File: src/portb_pkg.sv
// shared constants, codes and the long-word swap for the port-b steering
// assumes one clock, the port-b clock, drives every flip-flop
package portb_pkg;

	localparam int LONG_W = 36;
	localparam int LANE_W = 9;
	localparam int LANES = 4;

	// size select codes {size_sel_hi, size_sel_lo}
	localparam logic [1:0] SIZE_LONG = 2'h0;
	localparam logic [1:0] SIZE_BYTE = 2'h1;
	localparam logic [1:0] SIZE_WORD = 2'h2;
	localparam logic [1:0] SIZE_MAIL = 2'h3;

	// last piece index per size
	localparam logic [1:0] LAST_LONG = 2'h0;
	localparam logic [1:0] LAST_WORD = 2'h1;
	localparam logic [1:0] LAST_BYTE = 2'h3;

	// swap codes {swap_sel_hi, swap_sel_lo}
	localparam logic [1:0] SWAP_NONE = 2'h0;
	localparam logic [1:0] SWAP_FULL = 2'h1;
	localparam logic [1:0] SWAP_HALF = 2'h2;
	localparam logic [1:0] SWAP_BYTE = 2'h3;

	// register byte offsets
	localparam logic [7:0] ADDR_STATUS = 8'h00;
	localparam logic [7:0] ADDR_MASK = 8'h04;
	localparam logic [7:0] ADDR_CTRL = 8'h08;
	localparam logic [7:0] ADDR_STATE = 8'h0c;

	// status / mask bit positions
	localparam int EV_COMMIT = 0;
	localparam int EV_MAIL = 1;
	localparam int EV_PARITY = 2;
	localparam int EV_LOST = 3;
	localparam int EV_N = 4;

	// control bits and reset values
	localparam int CTRL_EN = 0;
	localparam int CTRL_ODD = 1;
	localparam logic [1:0] CTRL_RST = 2'h1;
	localparam logic [EV_N-1:0] MASK_RST = 4'h0;

	localparam logic [1:0] RESP_OKAY = 2'h0;
	localparam logic [1:0] RESP_SLVERR = 2'h2;

	function automatic logic [35:0] swap_long(input logic [35:0] d,
		input logic [1:0] m);
		unique case (m)
			SWAP_NONE: swap_long = d;
			SWAP_FULL: swap_long = {d[8:0], d[17:9], d[26:18], d[35:27]};
			SWAP_HALF: swap_long = {d[17:0], d[35:18]};
			SWAP_BYTE: swap_long = {d[26:18], d[35:27], d[8:0], d[17:9]};
		endcase
	endfunction

endpackage

File: src/portb_regs_if.sv
// carrier between the steering core and its register slave
// assumes both ends share i_clk
`timescale 1ns/1ns
interface portb_regs_if;
	logic port_en;
	logic parity_odd;
	logic [3:0] events;
	logic [15:0] state;
	modport regs (output port_en, parity_odd, input events, state);
	modport core (input port_en, parity_odd, output events, state);
endinterface

File: src/portb_lane_parity.sv
// per-lane parity checker for the four port-b byte lanes
// assumes the parity bit is the top bit of each lane
`timescale 1ns/1ns
module portb_lane_parity
	import portb_pkg::*;
#(
	parameter int LANE_BITS = LANE_W,
	parameter int N_LANES = LANES
) (
	// data in
	input wire logic [LANE_BITS*N_LANES-1:0] i_data,
	input wire logic i_odd,
	// per-lane error
	output logic [N_LANES-1:0] o_err
);
	generate
		if (LANE_BITS < 2 || N_LANES < 1) begin : g_bad
			$error("lane width or count unusable");
		end
		for (genvar l = 0; l < N_LANES; l++) begin : g_lane
			assign o_err[l] = i_odd ? ~^i_data[l*LANE_BITS +: LANE_BITS]
				: ^i_data[l*LANE_BITS +: LANE_BITS];
		end
	endgenerate
endmodule

File: src/portb_axil_regs.sv
// axi4-lite slave: status (write one to clear), mask, control, state
// assumes single outstanding write and read from the master
`timescale 1ns/1ns
module portb_axil_regs
	import portb_pkg::*;
(
	// clock and reset
	input wire logic i_clk,
	input wire logic i_rst_b,
	// write address and data
	input wire logic i_awvalid,
	output logic o_awready,
	input wire logic [7:0] i_awaddr,
	input wire logic i_wvalid,
	output logic o_wready,
	input wire logic [31:0] i_wdata,
	input wire logic [3:0] i_wstrb,
	// write response
	output logic o_bvalid,
	input wire logic i_bready,
	output logic [1:0] o_bresp,
	// read
	input wire logic i_arvalid,
	output logic o_arready,
	input wire logic [7:0] i_araddr,
	output logic o_rvalid,
	input wire logic i_rready,
	output logic [31:0] o_rdata,
	output logic [1:0] o_rresp,
	// core side
	portb_regs_if.regs core,
	output logic o_irq
);
	logic aw_have, w_have;
	logic [7:0] aw_addr;
	logic [31:0] w_data;
	logic [3:0] w_strb;
	logic [EV_N-1:0] status, mask;
	logic [1:0] ctrl;
	logic do_wr, clr_ok;

	assign o_awready = !aw_have && !o_bvalid;
	assign o_wready = !w_have && !o_bvalid;
	assign o_arready = !o_rvalid;
	assign do_wr = aw_have && w_have && !o_bvalid;
	assign clr_ok = do_wr && aw_addr == ADDR_STATUS && w_strb[0];
	assign core.port_en = ctrl[CTRL_EN];
	assign core.parity_odd = ctrl[CTRL_ODD];
	assign o_irq = |(status & mask);

	always_ff @(posedge i_clk or negedge i_rst_b) begin
		if (!i_rst_b) begin
			aw_have <= 1'b0;
			w_have <= 1'b0;
			aw_addr <= 8'h00;
			w_data <= 32'h0000_0000;
			w_strb <= 4'h0;
		end else begin
			if (i_awvalid && o_awready) begin
				aw_have <= 1'b1;
				aw_addr <= i_awaddr;
			end else if (do_wr) begin
				aw_have <= 1'b0;
			end
			if (i_wvalid && o_wready) begin
				w_have <= 1'b1;
				w_data <= i_wdata;
				w_strb <= i_wstrb;
			end else if (do_wr) begin
				w_have <= 1'b0;
			end
		end
	end

	always_ff @(posedge i_clk or negedge i_rst_b) begin
		if (!i_rst_b) begin
			o_bvalid <= 1'b0;
			o_bresp <= RESP_OKAY;
			mask <= MASK_RST;
			ctrl <= CTRL_RST;
		end else begin
			if (do_wr) begin
				o_bvalid <= 1'b1;
				o_bresp <= RESP_OKAY;
				unique case (aw_addr)
					ADDR_STATUS: ;
					ADDR_MASK: if (w_strb[0]) mask <= w_data[EV_N-1:0];
					ADDR_CTRL: if (w_strb[0]) ctrl <= w_data[1:0];
					ADDR_STATE: ;
					default: o_bresp <= RESP_SLVERR;
				endcase
			end else if (i_bready) begin
				o_bvalid <= 1'b0;
			end
		end
	end

	// set wins over the clear
	always_ff @(posedge i_clk or negedge i_rst_b) begin
		if (!i_rst_b) begin
			status <= '0;
		end else begin
			status <= (status & ~(clr_ok ? w_data[EV_N-1:0] : '0))
				| core.events;
		end
	end

	always_ff @(posedge i_clk or negedge i_rst_b) begin
		if (!i_rst_b) begin
			o_rvalid <= 1'b0;
			o_rdata <= 32'h0000_0000;
			o_rresp <= RESP_OKAY;
		end else if (i_arvalid && o_arready) begin
			o_rvalid <= 1'b1;
			o_rresp <= RESP_OKAY;
			unique case (i_araddr)
				ADDR_STATUS: o_rdata <= {28'h000_0000, status};
				ADDR_MASK: o_rdata <= {28'h000_0000, mask};
				ADDR_CTRL: o_rdata <= {30'h0000_0000, ctrl};
				ADDR_STATE: o_rdata <= {16'h0000, core.state};
				default: begin
					o_rdata <= 32'h0000_0000;
					o_rresp <= RESP_SLVERR;
				end
			endcase
		end else if (i_rready) begin
			o_rvalid <= 1'b0;
		end
	end
endmodule

File: src/portb_bus_match.sv
// port-b bus matching, byte swapping, mailbox select and parity flag
// What this block does
// long writes stored with chosen byte swap
// long reads driven with chosen byte swap
// big-endian word writes: upper lines, first high
// little-endian word writes: lower lines, first low
// big-endian bytes: top lane, most first
// little-endian bytes: bottom lane, least first
// big-endian word reads: upper half first
// little-endian word reads: lower half first
// both size selects high writes mailbox
// both size selects high reads mailbox
// word parity flag covers active lanes
// word reads hold unused half
// byte reads hold unused lanes
// swap mode fixed on first piece
// new size restarts assembly, loses pieces
// mailbox data never swapped
// last piece commits the long word
// selects sampled on every clock edge
// assumes queue head data is valid while a queue read is made
//
// The implementer's own choices: the AXI4-Lite slave port and the address map.
`timescale 1ns/1ns
module portb_bus_match
	import portb_pkg::*;
#(
	parameter int DATA_W = LONG_W
) (
	// clock and reset
	input wire logic i_clk,
	input wire logic i_rst_b,
	// port-b pins
	input wire logic i_portb_cs,
	input wire logic i_portb_write,
	input wire logic i_size_sel_lo,
	input wire logic i_size_sel_hi,
	input wire logic i_endian_sel,
	input wire logic i_swap_sel_lo,
	input wire logic i_swap_sel_hi,
	input wire logic [DATA_W-1:0] i_portb_data,
	output logic [DATA_W-1:0] o_portb_data,
	output logic o_portb_data_oe,
	output logic o_portb_parity_err_n,
	// queues and mailboxes
	output logic o_b2a_wr_en,
	output logic [DATA_W-1:0] o_b2a_wr_data,
	output logic o_b2a_mail_wr,
	output logic [DATA_W-1:0] o_b2a_mail_data,
	input wire logic [DATA_W-1:0] i_a2b_data,
	output logic o_a2b_pop,
	input wire logic [DATA_W-1:0] i_a2b_mail_data,
	// axi4-lite
	input wire logic i_awvalid,
	output logic o_awready,
	input wire logic [7:0] i_awaddr,
	input wire logic i_wvalid,
	output logic o_wready,
	input wire logic [31:0] i_wdata,
	input wire logic [3:0] i_wstrb,
	output logic o_bvalid,
	input wire logic i_bready,
	output logic [1:0] o_bresp,
	input wire logic i_arvalid,
	output logic o_arready,
	input wire logic [7:0] i_araddr,
	output logic o_rvalid,
	input wire logic i_rready,
	output logic [31:0] o_rdata,
	output logic [1:0] o_rresp,
	// interrupt
	output logic o_irq
);
	generate
		if (DATA_W != LONG_W) begin : g_bad
			$error("port width must be 36");
		end
	endgenerate

	portb_regs_if regs_bus ();

	////////////////////////////////////////////////////////////////////
	// decode of the sampled selects
	logic [1:0] size, swap, last_w, last_r, cnt_w, cnt_r, wsize_q, rsize_q;
	logic [1:0] cnt_ew, cnt_er, swap_w, swap_ew, wr_lane, rd_lane;
	logic big, wr_acc, rd_acc, q_wr, q_rd, m_wr, m_rd, commit;
	logic [35:0] asm, merged, rd_word, cur;
	logic [3:0] lane_err, lane_mask;
	logic parity_bad, lost;

	function automatic logic [1:0] last_of(input logic [1:0] s);
		unique case (s)
			SIZE_WORD: last_of = LAST_WORD;
			SIZE_BYTE: last_of = LAST_BYTE;
			default: last_of = LAST_LONG;
		endcase
	endfunction

	assign size = {i_size_sel_hi, i_size_sel_lo};
	assign swap = {i_swap_sel_hi, i_swap_sel_lo};
	assign big = i_endian_sel;
	assign wr_acc = i_portb_cs && i_portb_write && regs_bus.port_en;
	assign rd_acc = i_portb_cs && !i_portb_write && regs_bus.port_en;
	assign m_wr = wr_acc && size == SIZE_MAIL;
	assign m_rd = rd_acc && size == SIZE_MAIL;
	assign q_wr = wr_acc && size != SIZE_MAIL;
	assign q_rd = rd_acc && size != SIZE_MAIL;
	assign last_w = last_of(size);
	assign last_r = last_w;
	assign cnt_ew = (size != wsize_q) ? 2'h0 : cnt_w;
	assign cnt_er = (size != rsize_q) ? 2'h0 : cnt_r;
	assign swap_ew = (cnt_ew == 2'h0) ? swap : swap_w;
	assign commit = q_wr && cnt_ew == last_w;
	assign lost = q_wr && size != wsize_q && cnt_w != 2'h0;
	assign o_portb_data_oe = rd_acc;

	////////////////////////////////////////////////////////////////////
	// write assembly
	always_comb begin
		merged = asm;
		wr_lane = big ? 2'(LAST_BYTE - cnt_ew) : cnt_ew;
		unique case (size)
			SIZE_WORD: begin
				if (big) begin
					if (cnt_ew == 2'h0) merged[35:18] = i_portb_data[35:18];
					else merged[17:0] = i_portb_data[35:18];
				end else begin
					if (cnt_ew == 2'h0) merged[17:0] = i_portb_data[17:0];
					else merged[35:18] = i_portb_data[17:0];
				end
			end
			SIZE_BYTE: begin
				if (big)
					merged[wr_lane*LANE_W +: LANE_W] = i_portb_data[35:27];
				else
					merged[wr_lane*LANE_W +: LANE_W] = i_portb_data[8:0];
			end
			default: merged = i_portb_data;
		endcase
	end

	always_ff @(posedge i_clk or negedge i_rst_b) begin
		if (!i_rst_b) begin
			asm <= 36'h0_0000_0000;
			cnt_w <= 2'h0;
			swap_w <= SWAP_NONE;
			wsize_q <= SIZE_LONG;
			o_b2a_wr_en <= 1'b0;
			o_b2a_wr_data <= 36'h0_0000_0000;
		end else begin
			o_b2a_wr_en <= commit;
			if (q_wr) begin
				wsize_q <= size;
				if (commit) begin
					o_b2a_wr_data <= swap_long(merged, swap_ew);
					cnt_w <= 2'h0;
				end else begin
					asm <= merged;
					cnt_w <= 2'(cnt_ew + 2'h1);
					swap_w <= swap_ew;
				end
			end
		end
	end

	// mailbox write bypasses assembly and swap
	always_ff @(posedge i_clk or negedge i_rst_b) begin
		if (!i_rst_b) begin
			o_b2a_mail_wr <= 1'b0;
			o_b2a_mail_data <= 36'h0_0000_0000;
		end else begin
			o_b2a_mail_wr <= m_wr;
			if (m_wr) o_b2a_mail_data <= i_portb_data;
		end
	end

	////////////////////////////////////////////////////////////////////
	// read splitting
	assign cur = (cnt_er == 2'h0) ? swap_long(i_a2b_data, swap) : rd_word;
	assign rd_lane = big ? 2'(LAST_BYTE - cnt_er) : cnt_er;

	always_ff @(posedge i_clk or negedge i_rst_b) begin
		if (!i_rst_b) begin
			cnt_r <= 2'h0;
			rsize_q <= SIZE_LONG;
			rd_word <= 36'h0_0000_0000;
			o_a2b_pop <= 1'b0;
		end else begin
			o_a2b_pop <= q_rd && cnt_er == 2'h0;
			if (q_rd) begin
				rsize_q <= size;
				rd_word <= cur;
				cnt_r <= (cnt_er == last_r) ? 2'h0 : 2'(cnt_er + 2'h1);
			end
		end
	end

	// only the active lanes load, the rest hold
	always_ff @(posedge i_clk or negedge i_rst_b) begin
		if (!i_rst_b) begin
			o_portb_data <= 36'h0_0000_0000;
		end else if (m_rd) begin
			o_portb_data <= i_a2b_mail_data;
		end else if (q_rd) begin
			unique case (size)
				SIZE_WORD: begin
					if (big)
						o_portb_data[35:18] <= (cnt_er == 2'h0) ?
							cur[35:18] : cur[17:0];
					else
						o_portb_data[17:0] <= (cnt_er == 2'h0) ?
							cur[17:0] : cur[35:18];
				end
				SIZE_BYTE: begin
					if (big)
						o_portb_data[35:27] <= cur[rd_lane*LANE_W +: LANE_W];
					else
						o_portb_data[8:0] <= cur[rd_lane*LANE_W +: LANE_W];
				end
				default: o_portb_data <= cur;
			endcase
		end
	end

	////////////////////////////////////////////////////////////////////
	// parity flag on active write lanes
	portb_lane_parity u_parity (
		.i_data(i_portb_data),
		.i_odd(regs_bus.parity_odd),
		.o_err(lane_err)
	);

	always_comb begin
		unique case (size)
			SIZE_WORD: lane_mask = big ? 4'hc : 4'h3;
			SIZE_BYTE: lane_mask = big ? 4'h8 : 4'h1;
			default: lane_mask = 4'hf;
		endcase
	end

	assign parity_bad = wr_acc && |(lane_err & lane_mask);

	always_ff @(posedge i_clk or negedge i_rst_b) begin
		if (!i_rst_b) o_portb_parity_err_n <= 1'b1;
		else o_portb_parity_err_n <= !parity_bad;
	end

	////////////////////////////////////////////////////////////////////
	// registers and interrupt
	assign regs_bus.events = {lost, parity_bad, m_wr, commit};
	assign regs_bus.state = {4'h0, wsize_q, rsize_q, cnt_w, cnt_r, swap_w,
		rd_word[35:34]};

	portb_axil_regs u_regs (
		.i_clk(i_clk),
		.i_rst_b(i_rst_b),
		.i_awvalid(i_awvalid),
		.o_awready(o_awready),
		.i_awaddr(i_awaddr),
		.i_wvalid(i_wvalid),
		.o_wready(o_wready),
		.i_wdata(i_wdata),
		.i_wstrb(i_wstrb),
		.o_bvalid(o_bvalid),
		.i_bready(i_bready),
		.o_bresp(o_bresp),
		.i_arvalid(i_arvalid),
		.o_arready(o_arready),
		.i_araddr(i_araddr),
		.o_rvalid(o_rvalid),
		.i_rready(i_rready),
		.o_rdata(o_rdata),
		.o_rresp(o_rresp),
		.core(regs_bus.regs),
		.o_irq(o_irq)
	);
endmodule

File: config.mk
export PLATFORM = sky130hd
export DESIGN_NAME = portb_bus_match
export DESIGN_NICKNAME = d
export VERILOG_FILES = /design/src/portb_pkg.sv /design/src/portb_regs_if.sv /design/src/portb_lane_parity.sv /design/src/portb_axil_regs.sv /design/src/portb_bus_match.sv
export SDC_FILE = /design/constraint.sdc
export NUM_CORES = 1
export LEC_CHECK = 0
export BUFFER_PORTS_ARGS = -buffer_cell sky130_fd_sc_hd__buf_2
export CAP_MARGIN = 25
export CORE_ASPECT_RATIO = 2
export CORE_MARGIN = 4
export CORE_UTILIZATION = 40
export CTS_CLUSTER_SIZE = 20
export DETAILED_ROUTE_END_ITERATION = 16
export GPL_ROUTABILITY_DRIVEN = 0
export REMOVE_ABC_BUFFERS = 1
export SYNTH_ARGS = -nofsm -noshare
export SYNTH_HDL_FRONTEND = slang
export SYNTH_SLANG_ARGS = --single-unit
File: constraint.sdc
create_clock -name i_clk -period 4.95 [get_ports i_clk]
set_clock_uncertainty 0.05 [all_clocks]
set_input_delay 0 -clock i_clk [delete_from_list [all_inputs] [get_ports i_clk]]
set_output_delay 0 -clock i_clk [all_outputs]
set_load 0.02 [all_outputs]
==> results_dict.tcl <==
set metrics [dict create \
    status "finished clean" \
    cp.arrival_ns 5.07 \
    fillers 4003 \
    clkLatencyLatePin_ns 0.57 \
    pwr-share-seq 0.302 \
    drive_above_1_share 0.2317 \
    cts_sinks 235 \
    dr.first_iter.drc_count 1549 \
    fin_crit_ns 4.689 \
    combinationalPowerShare 0.477 \
    synth_top_family_by_area "compound AO/OA/AOI/OAI gates" \
    max_freq_mhz 213.3 \
    grt_pass1_vias 18699 \
    nets 2558 \
    die_h_um 301.1 \
    syn2layout_area_growth_pct 26.35 \
    p_switching_uw 4093 \
    path_clk_slew_ns 0.07 \
    drcViolationCount 0 \
    cts_max_path_buffers 3 \
    cp-start-kind "flip-flop" \
    cp-end-kind "flip-flop" \
    grt_overflow 0 \
    synth_ff_type "dfrtp_1" \
    required_ns 5.33 \
    peakVddDrop_uv 373.9 \
    post-route-period-util 0.9473 \
    ys_async_sr_fraction 1.000 \
    internal-power_uw 5236 \
    yosys_register_bits 235 \
    cts-root-buf "clkbuf_16" \
    p_clk_frac 0.221 \
    cap_violations 0 \
    tritoncts "yes" \
    routedLengthMet1_um 24770 \
    vias_per_cell 6.302 \
    avgSynthCellArea_sq_um 8.594 \
    hold_violations 0 \
    die-width_um 154.5 \
    synth_edf_count 0 \
    initial_core_util 0.4035 \
    ys_types 94 \
    rows 107 \
    slew_headroom 0.2767 \
    leakagePower_uw 0.01011 \
    synth-compound-area-share 0.2757 \
    wl_met3_um 5513 \
    cp_max_fo 16 \
    io_pins 329 \
    ant_nets 0 \
    setup_slack_ns 0.2609 \
    firstDrtPassIters 9 \
    wl_met2_um 37380 \
    total_power_uw 9330 \
    swShare 0.4387 \
    p_per_area_mw_per_mm2 429.8 \
    setup_viol 0 \
    syn-instance-count 1999 \
    dr_total_vias 18546 \
    synthSimpleGateAreaFrac 0.1470 \
    portBuffers 275 \
    grt_pass1_wl_um 111900 \
    tightest_slew_ns 1.081 \
    htree_num_levels 1 \
    place_hpwl_um 52180 \
    gr-usage-all-layers 0.3118 \
    wire_per_inst_um 25.65 \
    ys_seq_area_frac 0.3425 \
    critPathKind "flip-flop to flip-flop" \
    grt_antenna_before_repair 1 \
    synth_xor_area_frac 0.02804 \
    synthMuxAreaShare 0.1382 \
    cts_inserted_buffers 25 \
    coreArea_sq_mm 0.04257 \
    highest_layer "met4" \
    min_path_type "input pin to flip-flop" \
    yosysWarnings 0 \
    post-place-ws_ns 0.6313 \
    grt_max_degree 126 \
    rsz0062_at_grt "false" \
    synthAdderAreaFrac 0.005827 \
    drt-total-wl_um 75500 \
    die_area_sq_mm 0.04653 \
    drv_slew 0 \
    syn-cell-area_sq_mm 0.01718 \
]
## metal layers
metal	global-route usage	vias to the layer above
met5	0	-
met2	0.5484	1152
met1	0.3221	8841
li1	-	8164
met4	0.2612	0
met3	0.04538	389
## final timing paths
check / from / to / slack [ns] / depth (start not counted)
max in group asynchronous: i_rst_b / rd_word[32] / 4.09 / 3
min in group asynchronous: i_rst_b / rd_word[29] / 0.04 / 3
worst min register to register: o_portb_data[23] / o_portb_data[23] / 0.43 / 2
worst min-delay path: i_a2b_data[19] / rd_word[10] / 0.02 / 5
worst max-delay path: wsize_q[0] / o_b2a_wr_data[5] / 0.26 / 12
worst max register to register: wsize_q[0] / o_b2a_wr_data[5] / 0.26 / 12
## synthesized netlist by cell type (11+ instances only)
cell	count	share of area
a311o_1	17	0.0099
nand3_1	25	0.0073
nand4_1	15	0.0055
a211oi_1	47	0.021
o22ai_1	39	0.014
nor2b_1	26	0.0095
dfrtp_1	233	0.34
a31oi_1	21	0.0076
nand2b_1	18	0.0066
buf_1	11	0.0024
a22o_1	15	0.0076
a21oi_1	121	0.035
a22oi_1	23	0.010
o221ai_1	21	0.011
clkbuf_1	108	0.024
mux2i_1	100	0.058
a32oi_1	12	0.0061
o21a_1	12	0.0052
o21ai_0	182	0.053
o211ai_1	14	0.0061
a21o_1	20	0.0087
a221oi_1	35	0.018
nor2_1	109	0.024
xnor2_1	38	0.019
nand2_1	270	0.059
buf_2	39	0.011
mux2_2	106	0.069
and3_1	12	0.0044
o31ai_1	13	0.0057
nor3_1	18	0.0052
buf_4	25	0.011
inv_1	50	0.011
## critical path, stage by stage (launching register included)
cell and delay (ns):
dfrtp_1 0.45, xor2_2 0.76, nor4_1 0.11, buf_4 0.20, nor2_1 0.20, ha_1 0.42, nor2b_1 0.29, o311a_1 0.17
nor2_1 0.82, a2bb2oi_1 0.26, nor2_1 0.12, a2111oi_0 0.57, o31ai_1 0.14
## cells in the final DEF, fill, tap and decap left out, drive strengths merged, types with 11 or more instances in the layout
cell	netlist	final
a211oi	47	47
a21o	20	20
a21oi	121	121
a221oi	38	38
a22o	15	15
a22oi	23	23
a311o	17	17
a31oi	21	21
a32oi	12	12
and3	12	12
buf	77	347
clkbuf	109	34
conb	1	22
dfrtp	233	233
dlygate4sd3	0	166
inv	52	55
mux2	106	106
mux2i	101	101
nand2	271	271
nand2b	18	18
nand3	27	27
nand4	15	15
nor2	109	109
nor2b	26	26
nor3	22	22
o211ai	14	14
o21a	12	12
o21ai	189	189
o221ai	21	21
o22ai	39	39
o31ai	13	13
or2	11	11
xnor2	43	43
## registers in the layout, indices dropped and copies added, names as in the netlist, 8 cells and up
name             flops
asm                 36
o_b2a_mail_data     36
o_b2a_wr_data       36
o_portb_data        36
rd_word             36
u_regs.o_rdata      12
u_regs.aw_addr       8
## stage by stage
step	util	cells	setup TNS, ns	cell area [sq um]	hold WS, ns
6_report	0.5098	2943	0	21710	0.01759
2_1_floorplan	-	1834	-81.73	16400	-0.3456
4_1_cts	0.5094	2938	0	21690	0.002099
3_5_place_dp	0.4495	2725	0	19140	-0.03965
3_3_place_gp	0.4490	2723	0	19110	-0.04630
5_1_grt	0.5097	2941	0	21700	0.05044
## power by group through the flow
| stage | clock network (uW) | logic, uW | registers, uW |
|---|---|---|---|
| after floorplan | 0 | 2400 | 2990 |
| after global placement | 0 | 4090 | 2830 |
| after detailed placement | 0 | 4150 | 2840 |
| after CTS | 2100 | 4330 | 2810 |
| after global routing | 2170 | 4730 | 2880 |
| final | 2060 | 4450 | 2820 |
## timing repair
action,in CTS,in global routing
hold buffers,167,0
buffers inserted,0,0
resized for setup,0,0
endpoints found under the setup margin,0,0
hold endpoints to repair,226,0
## kinds of logic (layout without fill, tap and decap cells)
group,Yosys count,in the layout
AOI/OAI and AO/OA,697,697
and+or+nand+nor,551,551
buffers and inverters,244,619
DFF,235,235
muxes,214,214
xor gates and xnor gates,49,49
adders and majority gates,8,8
other,1,25
## layout make-up
type,count,area [sq um],share of cell area
multi-input cells,1541,10350,0.4769
flip-flops and latches,235,5883,0.2710
repair buffers,515,3702,0.1706
clock buffers,32,691.9,0.03188
well taps,545,681.9,0.03142
inverters,58,217.7,0.01003
clock inverters,14,170.2,0.007840
diodes,3,7.507,0.0003459
No activity file was read; power rests on OpenSTA's default activity.
